==> config.mk <==
export PLATFORM = sky130hd
export DESIGN_NAME = evm_mapper
export DESIGN_NICKNAME = d
export VERILOG_FILES = /design/src/core/evm_pend_cell.v /design/src/core/evm_mapper.v
export VERILOG_INCLUDE_DIRS = /design/src /design/src/inc
export SDC_FILE = /design/constraint.sdc
export NUM_CORES = 1
export LEC_CHECK = 0
export ABC_AREA = 1
export BUFFER_PORTS_ARGS = -buffer_cell sky130_fd_sc_hd__buf_4
export CAP_MARGIN = 20
export CORE_UTILIZATION = 40
export CTS_CLUSTER_DIAMETER = 60
export DETAILED_ROUTE_END_ITERATION = 8
export PLACE_DENSITY = 0.61
export SYNTH_ARGS = -nofsm -noshare
export SYNTH_HDL_FRONTEND = slang
export SYNTH_SLANG_ARGS = --single-unit
==> constraint.sdc <==
create_clock -name clk -period 42 [get_ports clk]
set_input_delay 0 -clock clk [delete_from_list [all_inputs] [get_ports clk]]
set_output_delay 0 -clock clk [all_outputs]
set_load 0.02 [all_outputs]
==> src/inc/evm_defines.vh <==
/*
  constants of the exception vector mapper: vector numbers, interrupt
  line assignments, priority widths and reset values.
  assumes inclusion by bare name from the core files.
*/
// Function
// RQ1 - bus fault on vector 5, enableable
// RQ2 - usage fault on vector 6, synchronous
// RQ3 - supervisor call on vector 11
// RQ4 - debug monitor vector 12, enabled, priority-gated
// RQ5 - pendable service vector 14, software only
// RQ6 - system tick vector 15 when enabled
// RQ7 - external interrupts from vector 16, asynchronous
// RQ8 - programmable priorities reset to zero
// RQ9 - interrupt n is bit n, vector n+16
// RQ10 - both watchdogs share line 18, vector 34
// RQ11 - priority 0 ranks below reset, nmi, hard fault
// RQ12 - equal priority: lower number wins
// RQ13 - eight levels, 31 peripheral interrupts
// RQ14 - unassigned lines tied inactive
// RQ15 - irq level-sampled, pending until accepted/cleared
`ifndef EVM_DEFINES_VH
`define EVM_DEFINES_VH
`define EVM_VEC_W        8
`define EVM_PRI_W        3
`define EVM_IRQ_N        56
`define EVM_PRI_RESET    3'h0
`define EVM_VEC_NONE     8'h00
`define EVM_VEC_RESET    8'h01
`define EVM_VEC_NMI      8'h02
`define EVM_VEC_HARD     8'h03
`define EVM_VEC_MEM      8'h04
`define EVM_VEC_BUS      8'h05
`define EVM_VEC_USAGE    8'h06
`define EVM_VEC_SVC      8'h0b
`define EVM_VEC_DBG      8'h0c
`define EVM_VEC_PSV      8'h0e
`define EVM_VEC_TICK     8'h0f
`define EVM_VEC_IRQ_BASE 8'h10
`define EVM_IRQ_WDOG     18
// mask of interrupt lines with a source; all others tied off
`define EVM_IRQ_USED     56'h00_d826_37ff_c1ff
// fixed levels: reset, nmi, hard fault ahead of programmable 0
`define EVM_RANK_RESET   5'h00
`define EVM_RANK_NMI     5'h01
`define EVM_RANK_HARD    5'h02
`define EVM_RANK_PROG0   5'h03
`define EVM_RANK_NONE    5'h1f
`endif

==> src/core/evm_pend_cell.v <==
/*
  one pending flag for one request source, with software set, clear and priority.
  assumes request already synchronised to clk.
*/
`timescale 1ns/1ps
`include "evm_defines.vh"
module evm_pend_cell #(
  parameter PRI_W = `EVM_PRI_W
) (
  input  wire             clk,
  input  wire             nrst,
  input  wire             req,
  input  wire             sw_set,
  input  wire             clr,
  input  wire             pri_we,
  input  wire [PRI_W-1:0] pri_wdata,
  output reg              pend_q,
  output reg  [PRI_W-1:0] pri_q
);
  always @(posedge clk or negedge nrst) begin
    if (!nrst) begin
      pend_q <= 1'b0;
      pri_q  <= `EVM_PRI_RESET; // RQ8
    end else begin
      // set beats clear so a fresh level is never lost
      if (req || sw_set)
        pend_q <= 1'b1; // RQ15
      else if (clr)
        pend_q <= 1'b0; // RQ15
      if (pri_we)
        pri_q <= pri_wdata;
    end
  end
endmodule // evm_pend_cell

==> src/core/evm_mapper.v <==
/*
  exception vector mapper: pends system exceptions and peripheral
  lines, picks the most urgent, presents its vector to the core.
  assumes core pulses vec_ack for the vector it takes, and that
  configuration inputs come from core-side logic on clk.
*/
`timescale 1ns/1ps
`include "evm_defines.vh"
module evm_mapper #(
  parameter IRQ_N = `EVM_IRQ_N,
  parameter PRI_W = `EVM_PRI_W
) (
  input  wire                   clk,
  input  wire                   nrst,
  input  wire                   nmi_req,
  input  wire                   hard_fault_req,
  input  wire                   mem_fault_req,
  input  wire                   bus_fault_req,
  input  wire                   bus_fault_en,
  input  wire                   usage_fault_req,
  input  wire                   supervisor_call_instr,
  input  wire                   debug_mon_req,
  input  wire                   debug_mon_en,
  input  wire                   pend_sv_sw_set,
  input  wire                   tick_zero,
  input  wire                   tick_int_en,
  input  wire [4:0]             gpio_irq,
  input  wire [2:0]             uart_irq,
  input  wire [1:0]             ssi_irq,
  input  wire [1:0]             i2c_irq,
  input  wire [3:0]             adc_seq_irq,
  input  wire                   wdog0_irq,
  input  wire                   wdog1_irq,
  input  wire [5:0]             timer_irq,
  input  wire [1:0]             comp_irq,
  input  wire                   sysctl_irq,
  input  wire                   flash_irq,
  input  wire                   hib_irq,
  input  wire                   usb_irq,
  input  wire                   dma_sw_irq,
  input  wire                   dma_err_irq,
  input  wire [IRQ_N-1:0]       irq_en,
  input  wire [IRQ_N-1:0]       irq_sw_pend,
  input  wire [IRQ_N-1:0]       irq_sw_clr,
  input  wire                   pri_we,
  input  wire [7:0]             pri_sel,
  input  wire [PRI_W-1:0]       pri_wdata,
  input  wire [4:0]             active_rank,
  input  wire                   vec_ack,
  output reg                    vec_valid_q,
  output reg  [`EVM_VEC_W-1:0]  vec_num_q,
  output reg                    vec_async_q,
  output reg  [4:0]             vec_rank_q
);
  // async pins pass two flops before use
  reg [IRQ_N-1:0] raw;
  reg [IRQ_N-1:0] sync1_q;
  reg [IRQ_N-1:0] sync2_q;
  reg             nmi1_q;
  reg             nmi2_q;

  always @* begin
    raw        = {IRQ_N{1'b0}}; // RQ14
    raw[4:0]   = gpio_irq;
    raw[5]     = uart_irq[0];
    raw[6]     = uart_irq[1];
    raw[7]     = ssi_irq[0];
    raw[8]     = i2c_irq[0];
    raw[17:14] = adc_seq_irq;
    raw[`EVM_IRQ_WDOG] = wdog0_irq | wdog1_irq; // RQ10
    raw[24:19] = timer_irq;
    raw[26:25] = comp_irq;
    raw[28]    = sysctl_irq;
    raw[29]    = flash_irq;
    raw[33]    = uart_irq[2];
    raw[34]    = ssi_irq[1];
    raw[37]    = i2c_irq[1];
    raw[43]    = hib_irq;
    raw[44]    = usb_irq;
    raw[46]    = dma_sw_irq;
    raw[47]    = dma_err_irq;
  end

  always @(posedge clk or negedge nrst) begin
    if (!nrst) begin
      sync1_q <= {IRQ_N{1'b0}};
      sync2_q <= {IRQ_N{1'b0}};
      nmi1_q  <= 1'b0;
      nmi2_q  <= 1'b0;
    end else begin
      sync1_q <= raw;
      sync2_q <= sync1_q;
      nmi1_q  <= nmi_req;
      nmi2_q  <= nmi1_q;
    end
  end

  // system handler slots: 0 mem, 1 bus, 2 usage, 3 svc, 4 dbg, 5 psv, 6 tick
  localparam SYS_N = 7;
  wire [SYS_N-1:0] sys_req;
  wire [SYS_N-1:0] sys_pend;
  wire [SYS_N*PRI_W-1:0] sys_pri;
  wire [IRQ_N-1:0] irq_pend;
  wire [IRQ_N*PRI_W-1:0] irq_pri;
  wire [IRQ_N-1:0] used_mask = `EVM_IRQ_USED;

  // taken-vector decode drives the clears
  wire take = vec_valid_q & vec_ack;

  assign sys_req[0] = mem_fault_req;
  assign sys_req[1] = bus_fault_req & bus_fault_en; // RQ1
  assign sys_req[2] = usage_fault_req; // RQ2
  assign sys_req[3] = supervisor_call_instr; // RQ3
  assign sys_req[4] = debug_mon_req & debug_mon_en; // RQ4
  assign sys_req[5] = 1'b0; // RQ5
  assign sys_req[6] = tick_zero & tick_int_en; // RQ6

  genvar g;
  generate
    for (g = 0; g < SYS_N; g = g + 1) begin : g_sys
      wire [`EVM_VEC_W-1:0] vn = (g == 0) ? `EVM_VEC_MEM  : (g == 1) ? `EVM_VEC_BUS :
                                 (g == 2) ? `EVM_VEC_USAGE : (g == 3) ? `EVM_VEC_SVC :
                                 (g == 4) ? `EVM_VEC_DBG  : (g == 5) ? `EVM_VEC_PSV : `EVM_VEC_TICK;
      evm_pend_cell #(.PRI_W(PRI_W)) u_cell (
        .clk       (clk),
        .nrst      (nrst),
        .req       (sys_req[g]),
        .sw_set    ((g == 5) ? pend_sv_sw_set : 1'b0), // RQ5
        .clr       (take && vec_num_q == vn),
        .pri_we    (pri_we && pri_sel == vn),
        .pri_wdata (pri_wdata),
        .pend_q    (sys_pend[g]),
        .pri_q     (sys_pri[g*PRI_W +: PRI_W])
      );
    end
    for (g = 0; g < IRQ_N; g = g + 1) begin : g_irq
      evm_pend_cell #(.PRI_W(PRI_W)) u_cell (
        .clk       (clk),
        .nrst      (nrst),
        .req       (sync2_q[g] & used_mask[g]), // RQ14
        .sw_set    (irq_sw_pend[g] & used_mask[g]),
        .clr       (irq_sw_clr[g] || (take && vec_num_q == `EVM_VEC_IRQ_BASE + g)), // RQ9
        .pri_we    (pri_we && pri_sel == `EVM_VEC_IRQ_BASE + g),
        .pri_wdata (pri_wdata),
        .pend_q    (irq_pend[g]),
        .pri_q     (irq_pri[g*PRI_W +: PRI_W])
      );
    end
  endgenerate

  // selection: strict less-than keeps the lower number on ties
  reg [4:0]            best_rank;
  reg [`EVM_VEC_W-1:0] best_vec;
  reg                  best_async;
  reg [4:0]            r;
  integer              i;

  always @* begin
    best_rank  = `EVM_RANK_NONE;
    best_vec   = `EVM_VEC_NONE;
    best_async = 1'b0;
    r          = `EVM_RANK_NONE;
    if (nmi2_q) begin
      best_rank  = `EVM_RANK_NMI; // RQ11
      best_vec   = `EVM_VEC_NMI;
      best_async = 1'b1;
    end else if (hard_fault_req) begin
      best_rank  = `EVM_RANK_HARD; // RQ11
      best_vec   = `EVM_VEC_HARD;
    end else begin
      for (i = 0; i < SYS_N; i = i + 1) begin
        r = `EVM_RANK_PROG0 + {2'b00, sys_pri[i*PRI_W +: PRI_W]}; // RQ11
        if (sys_pend[i] && r < best_rank && !(i == 4 && r >= active_rank)) begin // RQ4
          best_rank  = r;
          best_vec   = (i == 0) ? `EVM_VEC_MEM : (i == 1) ? `EVM_VEC_BUS :
                       (i == 2) ? `EVM_VEC_USAGE : (i == 3) ? `EVM_VEC_SVC :
                       (i == 4) ? `EVM_VEC_DBG : (i == 5) ? `EVM_VEC_PSV : `EVM_VEC_TICK;
          best_async = (i >= 5) || (i == 1); // RQ1
        end
      end
      for (i = 0; i < IRQ_N; i = i + 1) begin
        r = `EVM_RANK_PROG0 + {2'b00, irq_pri[i*PRI_W +: PRI_W]};
        if (irq_pend[i] && irq_en[i] && r < best_rank) begin // RQ12
          best_rank  = r;
          best_vec   = `EVM_VEC_IRQ_BASE + i[`EVM_VEC_W-1:0]; // RQ7
          best_async = 1'b1; // RQ7
        end
      end
    end
  end

  // only exceptions beating the current activation are offered
  always @(posedge clk or negedge nrst) begin
    if (!nrst) begin
      vec_valid_q <= 1'b0;
      vec_num_q   <= `EVM_VEC_NONE;
      vec_async_q <= 1'b0;
      vec_rank_q  <= `EVM_RANK_NONE;
    end else begin
      vec_valid_q <= (best_rank < active_rank) && !take;
      vec_num_q   <= best_vec;
      vec_async_q <= best_async;
      vec_rank_q  <= best_rank;
    end
  end
endmodule // evm_mapper

## Word-level counts from Yosys, hierarchy flattened

Index checks and enable logic that the tools add are counted.

| operators by class | value |
|---|---|
| add/subtract/negate cells | 38 |
| $lt $le $gt $ge | 40 |
| equality and inequality tests | 76 |
| mux-type cells | 269 |
| bitwise logic cells | 5 |
| reductions and logical operators | 249 |

Operators with widths:

| cell | number |
|---|---|
| $mux 5 | 119 |
| $eq 8x6->1 const B | 40 |
| $mux 8 | 28 |
| $lt 4x5->1 | 37 |
| $eq 8x5->1 const B | 22 |
| $add 2x3->4 const A | 38 |
| $logic_and 1x1->1 | 147 |
| $mux 1 | 115 |
| $reduce_bool 2->1 | 38 |
| $eq 8x4->1 const B | 8 |
| $logic_or 1x1->1 | 62 |
| $eq 8x3->1 const B | 6 |
| $mux 4 | 4 |
| $mux 3 | 3 |
| $ge 4x5->1 | 1 |
| $lt 4x5->1 const B | 1 |
| $lt 5x5->1 | 1 |
| $and 1x1->1 | 4 |
| $logic_not 1->1 | 2 |
| $or 1x1->1 | 1 |

| word-level totals | value |
|---|---|
| flip-flop bits (word level) | 231 |
| bits of input ports | 232 |

## Logic depth before layout (Yosys ltp)

Gate-level depths: netlist of run 1.

| depth | value |
|---|---|
| word-level depth | 194 |
| depth in mapped cells | 362 |

## Cells and area by module

Synthesis of run 1 repeated with hierarchy kept, for this count alone.

| unflattened totals | value |
|---|---|
| cell total of the unflattened synthesis | 4,387 |
| area, all modules | 28,867.7 sq um |

By module, submodules not included:

| module | instances | cells each | area each (sq um) | seq. area each (sq um) |
|---|---|---|---|---|
| evm_mapper | 1 | 3,253 | 19,251.0 | 1,958.1 |
| evm_pend_cell | 63 | 18 | 152.6 | 100.1 |

## Worst setup path before layout of run 1

OpenSTA, ideal clock, no wires.

| timing path | value |
|---|---|
| path type | register to register |
| start point | register g_sys[0].u_cell.pri_q[0] |
| end point | register vec_valid_q |
| setup time | 77 ps |
| data arrival time | 38,569 ps |
| path slack | 3,354 ps |
| cell stages (with the launch flop) | 326 |
| buffers on the path | 9 |
| cells stage by stage | dfrtp_1 -> inv_1 -> ha_1 -> nand2_1 -> inv_1 -> ha_1 -> nand2_1 -> nand2_1 -> nand2_1 -> nand2_1 -> nand2_2 -> nand2_2 -> buf_6 -> a31oi_1 -> inv_1 -> ha_1 -> a21boi_0 -> nand2_1 -> (+290 left out) -> a21o_1 -> nand3_1 -> nand2_1 -> inv_2 -> nand3_4 -> buf_4 -> o21ai_0 -> ha_1 -> a21oi_1 -> nand3b_1 -> nand3_2 -> buf_4 -> o21ai_1 -> a21oi_1 -> ha_1 -> a21oi_1 -> o211ai_1 -> a21oi_1 |

| between the ends | value |
|---|---|
| longest elaborated chain between the ends | 194 |

Ends and longest elaborated chain:

| item | line | RTL |
|---|---|---|
| from (decl) | evm_pend_cell.v:18 | `output reg [PRI_W-1:0] pri_q` |
| from (signal assigned) | evm_pend_cell.v:23 | `` pri_q <= `EVM_PRI_RESET; `` |
| from (signal assigned) | evm_pend_cell.v:31 | `pri_q <= pri_wdata;` |
| $add 2x3->4 (no source line) (*) | n/a |  |
| $lt 4x5->1 | evm_mapper.v:173 | `if (sys_pend[i] && r < best_rank && !(i == 4 && r >= active_rank)) begin` |
| $logic_and 1x1->1 | evm_mapper.v:173 |  |
| $mux 5 (*) | evm_mapper.v:173 |  |
| $mux 5 (*) | evm_mapper.v:167 | `end else if (hard_fault_req) begin` |
| $mux 5 (*) | evm_mapper.v:163 | `if (nmi2_q) begin` |
| $lt 4x5->1 | evm_mapper.v:173 |  |
| $logic_and 1x1->1 | evm_mapper.v:173 |  |
| (+179 left out) | n/a |  |
| $lt 4x5->1 | evm_mapper.v:183 | `if (irq_pend[i] && irq_en[i] && r < best_rank) begin` |
| $logic_and 1x1->1 | evm_mapper.v:183 |  |
| $mux 5 (*) | evm_mapper.v:183 |  |
| $mux 5 (*) | evm_mapper.v:167 |  |
| $mux 5 (*) | evm_mapper.v:163 |  |
| net best_rank[2] | evm_mapper.v:152 | `reg [4:0] best_rank;` |
| $lt 5x5->1 (*) | evm_mapper.v:200 | `vec_valid_q <= (best_rank < active_rank) && !take;` |
| $logic_and 1x1->1 (*) | evm_mapper.v:200 |  |
| to (signal assigned) | evm_mapper.v:200 |  |
| to (decl) | evm_mapper.v:50 | `output reg vec_valid_q,` |

Mark *: on every way through the listed nets, which the timed path passes. The rest lies on a longest branch. The select of a mux whose other input is x is not followed.
A chain may end at the register's enable or synchronous reset.

## Worst setup path in the final report of run 1

Same ends and word-level chain as after synthesis.

==> reports/results.ini, run 1 <==
[route]
vias_per_cell = 4.93
wl_per_cell_um = 15.1
drt-initial-drc-count = 1205
antenna_left = 0
wirelength_mm = 55.3
dr_total_vias = 18098
drt_first_pass_iters = 6
drc_errors = 0

[place]
io_buffers = 169
place.gp.congestion = 0.940
dp_hpwl_mm = 42.9

[synth]
syn_inst = 2566
synth_edf_count = 0
syn_area_um2 = 17700
synthFlopType = dfrtp_1
synth-seq-cells = 229
async_reset_ff_frac = 1.00
ys_types = 50
yosys_warnings = 0
syn_area_per_cell_um2 = 6.89
seq_area_frac_synth = 0.325

[critical_path]
criticalPathCategory = flip-flop to flip-flop
cp.required_ps = 42500
cp-start-kind = flip-flop
worstPathMaxFanout = 8
worst_path_largest_cell_delay_ps = 400
cpLargestDelayFamily = simple AND/OR/NAND/NOR gates
rr_startpoint = g_sys[0].u_cell.pri_q[0]
path_common_cell = nand2_1
worst_r2r_path_depth = 345
cp.depth = 345
slowest_stage = dfrtp_1
worstPathArrival_ps = 39200
end_kind = flip-flop
crit_buf_inv = 68
cp-startpoint = g_sys[0].u_cell.pri_q[0]

[timing]
max_freq_ghz = 0.0258
finalCriticalPeriod_ps = 38700
whs_ps = 33.7
setup-violations-final = 0
drv_slew = 0
hold_viol_final = 0
tightest_slew_ps = 995
fin_worst_skew_ps = 23.3
period_share = 0.921
relSlewSlack = 0.336

[grt]
track_usage = 0.245
grt_pass1_wl_mm = 87.4
antenna_found_initial = 0
use_met2 = 0.418
grt_max_degree = 83
grt-ovfl-total = 0
met3_usage = 0.0384
grt_pass1_vias = 17538
grt_busiest_layer = met2
grt_use_met1 = 0.318

[layout]
mostFrequentLayoutCells = nand2_1, inv_1, buf_4, nand3_1, dfrtp_1
drive_above_1_share = 0.229
final_common_cell = nand2_1
syn_to_final_growth_pct = 32.4
n_fill_cell = 4211
nets = 3383

[clock_network]
cts_tree = done
cts_buffers = 31
cts.clk_slew.worst_paths_ps = 60
cts.sinks = 229
worstSkewPairLatency_ps = 590
ctsHtreeMaxLevel = 1
ctsLongestPathBuffers = 3
cts_root_buf = clkbuf_16

[floorplanning]
dieArea_um2 = 45000
ioPinCount = 247
fp-row-count = 76
die_width_um = 212
initial_utilization = 0.408
core_um2 = 43400
die_y_um = 212

[job]
cap_violations = 0

[hold_path]
hold_path.class = primary input to asynchronous set/reset pin

[outcome]
status = finished clean

cells by family after synthesis:
family / after synthesis / share of synthesized area
adders and majority gates: 88 / 0.0623
and+or+nand+nor: 1349 / 0.351
AOI/OAI and AO/OA: 397 / 0.140
xor gates and xnor gates: 37 / 0.0183
other: 1 / 0.000212
buffers and inverters: 465 / 0.103
DFF: 229 / 0.325
flip-flops by register name, summed over array words and instances, names as in the netlist, 5 cells and up:
name / count
g_sys.u_cell.pri_q: 21
g_sys.u_cell.pend_q: 7
g_irq.u_cell.pri_q: 93
g_irq.u_cell.pend_q: 31
sync2_q: 31
vec_num_q: 6
vec_rank_q: 5
sync1_q: 31
Yosys cell counts, types with 30 or more instances:
cell type  number  area, um^2
ha_1           88        1100
nand2_1       687        2580
inv_2          43         161
nand2_4        30         338
nand2_2        80         500
dfrtp_1       224        5610
nor2_1        136         510
xor2_1         36         315
o21ai_0       192         961
o21ai_1        36         180
inv_1         381        1430
a21oi_1        55         275
nand3_1       333        1670
nor2_2         42         263
worst reg2reg max path: cells and delay by family (launching register included):
kind | cells | cell delay [ps]
AND/OR/NAND/NOR | 167 | 14120
adder cells (fa/ha/maj) | 39 | 10320
buffers and inverters | 68 | 4520
AO/OA/AOI/OAI | 71 | 9230
flip-flops | 1 | 400
path summary, 6_finish.rpt:
path	endpoint	slack, ps
max	vec_valid_q	3300
min	g_sys[4].u_cell.pri_q[1]	30
max reg2reg	vec_valid_q	3300
min reg2reg	sync2_q[3]	340
max in group asynchronous	g_irq[34].u_cell.pri_q[1]	40500
min in group clk	vec_num_q[3]	40
cell type report:
cell class	count	area, um^2	share of cell area
Antenna cell	1	2.50	0.000107
Clock buffer	41	873	0.0373
Clock inverter	12	139	0.00593
Inverter	443	1670	0.0713
Multi-Input combinational cell	1873	10300	0.440
Sequential cell	229	5740	0.245
Tap cell	585	732	0.0313
Timing Repair Buffer	485	3960	0.169
metal layers:
metal  vias up  share of wire
li1       9229              -
met1      8383           0.45
met2       419           0.47
met3        67          0.053
met4         0          0.027
met5         -              0
metrics by stage:
step	worst slack, ps	utilization	cell area, um^2	TNS, ps	cells
3_3_place_gp	612	0.479	20800	0	3464
5_1_grt	-292	0.540	23400	-301	3668
4_1_cts	80.7	0.531	23000	0	3642
3_5_place_dp	205	0.479	20800	0	3464
2_1_floorplan	3350	-	17700	0	2567
6_report	3300	0.540	23400	0	3669
repair_timing:
action | 4_1_cts | 5_1_grt
setup endpoints to repair | 1 | 13
hold endpoints to repair | 200 | 0
setup buffers | 0 | 26
pin swaps | 0 | 17
gates resized for setup | 2 | 74
hold buffers | 125 | 0
Power of run 1 is left out: the tool's default activity adds up to more than one toggle a clock period on the data nets, which glitch-free logic cannot reach.
==> run 2, diff against run 1 <==
CTS_CLUSTER_DIAMETER = unset   (was 60)
HOLD_SLACK_MARGIN = 0.03   (was unset)
PLACE_DENSITY = unset   (was 0.61)
==> run 2 against run 1 <==
Utilization is 0.12 points lower. Count of clock-buffer cells in the layout stayed put. Clock skew down 11 ps. Wire length decreased by 1.0%. Highest routed layer unchanged.
==> reports/results.ini, run 2 (synthesis gave the netlist of run 1 again) <==
[critical_path]
path_common_cell = nand2_1
criticalPathCategory = flip-flop to flip-flop
cp.required_ps = 42510
worstPathMaxFanout = 8
slowest_stage = dfrtp_1
worstPathArrival_ps = 38920
cpLargestDelayFamily = simple AND/OR/NAND/NOR gates
end_kind = flip-flop
cp-start-kind = flip-flop
crit_buf_inv = 68
worst_path_largest_cell_delay_ps = 400

[floorplanning]
ioPinCount = 247
initial_utilization = 0.408
core_um2 = 43400
die_y_um = 212
fp-row-count = 76
die_width_um = 212
dieArea_um2 = 45000

[clock_network]
cts.clk_slew.worst_paths_ps = 60
ctsLongestPathBuffers = 3
cts_tree = done
cts.sinks = 229
worstSkewPairLatency_ps = 580
cts_buffers = 29
cts_root_buf = clkbuf_16
ctsHtreeMaxLevel = 1

[layout]
mostFrequentLayoutCells = nand2_1, inv_1, buf_4, nand3_1, dfrtp_1
utilization = 0.539
regMostFlops = g_irq.u_cell.pri_q
final_common_cell = nand2_1
n_fill_cell = 4197
nets = 3381
num_antenna_cells = 0
drive_above_1_share = 0.231
stdcell_count = 3669
largest_reg_flops = 93
syn_to_final_growth_pct = 32.1
design_area_um2 = 23400

[job]
cap_violations = 0

[timing]
hold_viol_final = 0
fin_worst_skew_ps = 12.5
period_share = 0.914
drv_slew = 0
setup-violations-final = 0
finalCriticalPeriod_ps = 38410
tightest_slew_ps = 890
max_freq_ghz = 0.0260
finalWorstSetupSlack_ps = 3590
relSlewSlack = 0.406

[place]
place.gp.congestion = 0.937
place_inst = 3476
placement.cell_area_um2 = 20900
dp_hpwl_mm = 42.9
post-place-ws_ps = 58.2
io_buffers = 169

[route]
wl_per_cell_um = 14.9
wirelength_mm = 54.7
drc_errors = 0
vias_per_cell = 4.90
dr_total_vias = 17989
drt_first_pass_iters = 5
drt-initial-drc-count = 1246
antenna_left = 0

[grt]
grt_pass1_wl_mm = 88.4
antenna_found_initial = 0
grt_max_degree = 114
grt_pass1_vias = 17665
track_usage = 0.247
grt-ovfl-total = 0

[outcome]
status = finished clean

[hold_path]
hold_path.class = primary input to flip-flop

-- run 2: cell types whose count changed in the layout (fill, tap and decap cells not counted), sizes merged --
cell / delta
bufinv: -1
clkinv: +3
clkinvlp: -1
diode: -1
-- run 2: cell type report --
type                            instances  area (um^2)  area share
Clock inverter                         13          109     0.00466
Timing Repair Buffer                  485         3960       0.170
Multi-Input combinational cell       1873        10300       0.440
Clock buffer                           41          871      0.0373
Sequential cell                       229         5740       0.246
Tap cell                              585          732      0.0313
Inverter                              443         1670      0.0715
-- run 2: metal layers --
layer,vias up,global-route usage,part of all wire
met1,8311,0.328,0.46
met5,-,0,0
met4,0,0.0795,0.034
met2,374,0.417,0.47
li1,9213,-,-
met3,91,0.0290,0.042
-- run 2: timing repair --
| action | in CTS | in global routing |
|---|---|---|
| hold buffers | 125 | 0 |
| hold endpoints to repair | 240 | 0 |
| buffers inserted | 0 | 14 |
| pin swaps | 0 | 11 |
| setup endpoints to repair | 1 | 13 |
| resized for setup | 3 | 69 |
-- run 2: final timing paths --
kind                                           end  slack, ps  cells past startpoint                     start
hold / removal                         sync1_q[21]         70                      2              timer_irq[2]
max in group asynchronous   g_irq[6].u_cell.pend_q      40490                      3                      nrst
setup / recovery                       vec_valid_q       3590                    344  g_sys[0].u_cell.pri_q[0]
hold reg to reg                        sync2_q[18]        340                      0               sync1_q[18]
setup reg to reg                       vec_valid_q       3590                    344  g_sys[0].u_cell.pri_q[0]
min in group asynchronous  g_irq[34].u_cell.pend_q        100                      2                      nrst
-- run 2: stage by stage --
stage                     hold slack (ps)  TNS, ps
after floorplan                      -296        0
after global routing                 54.5     -120
after CTS                            45.3        0
final                                71.1        0
after global placement                109        0
after detailed placement              111        0
Power of run 2 is left out for the same reason.
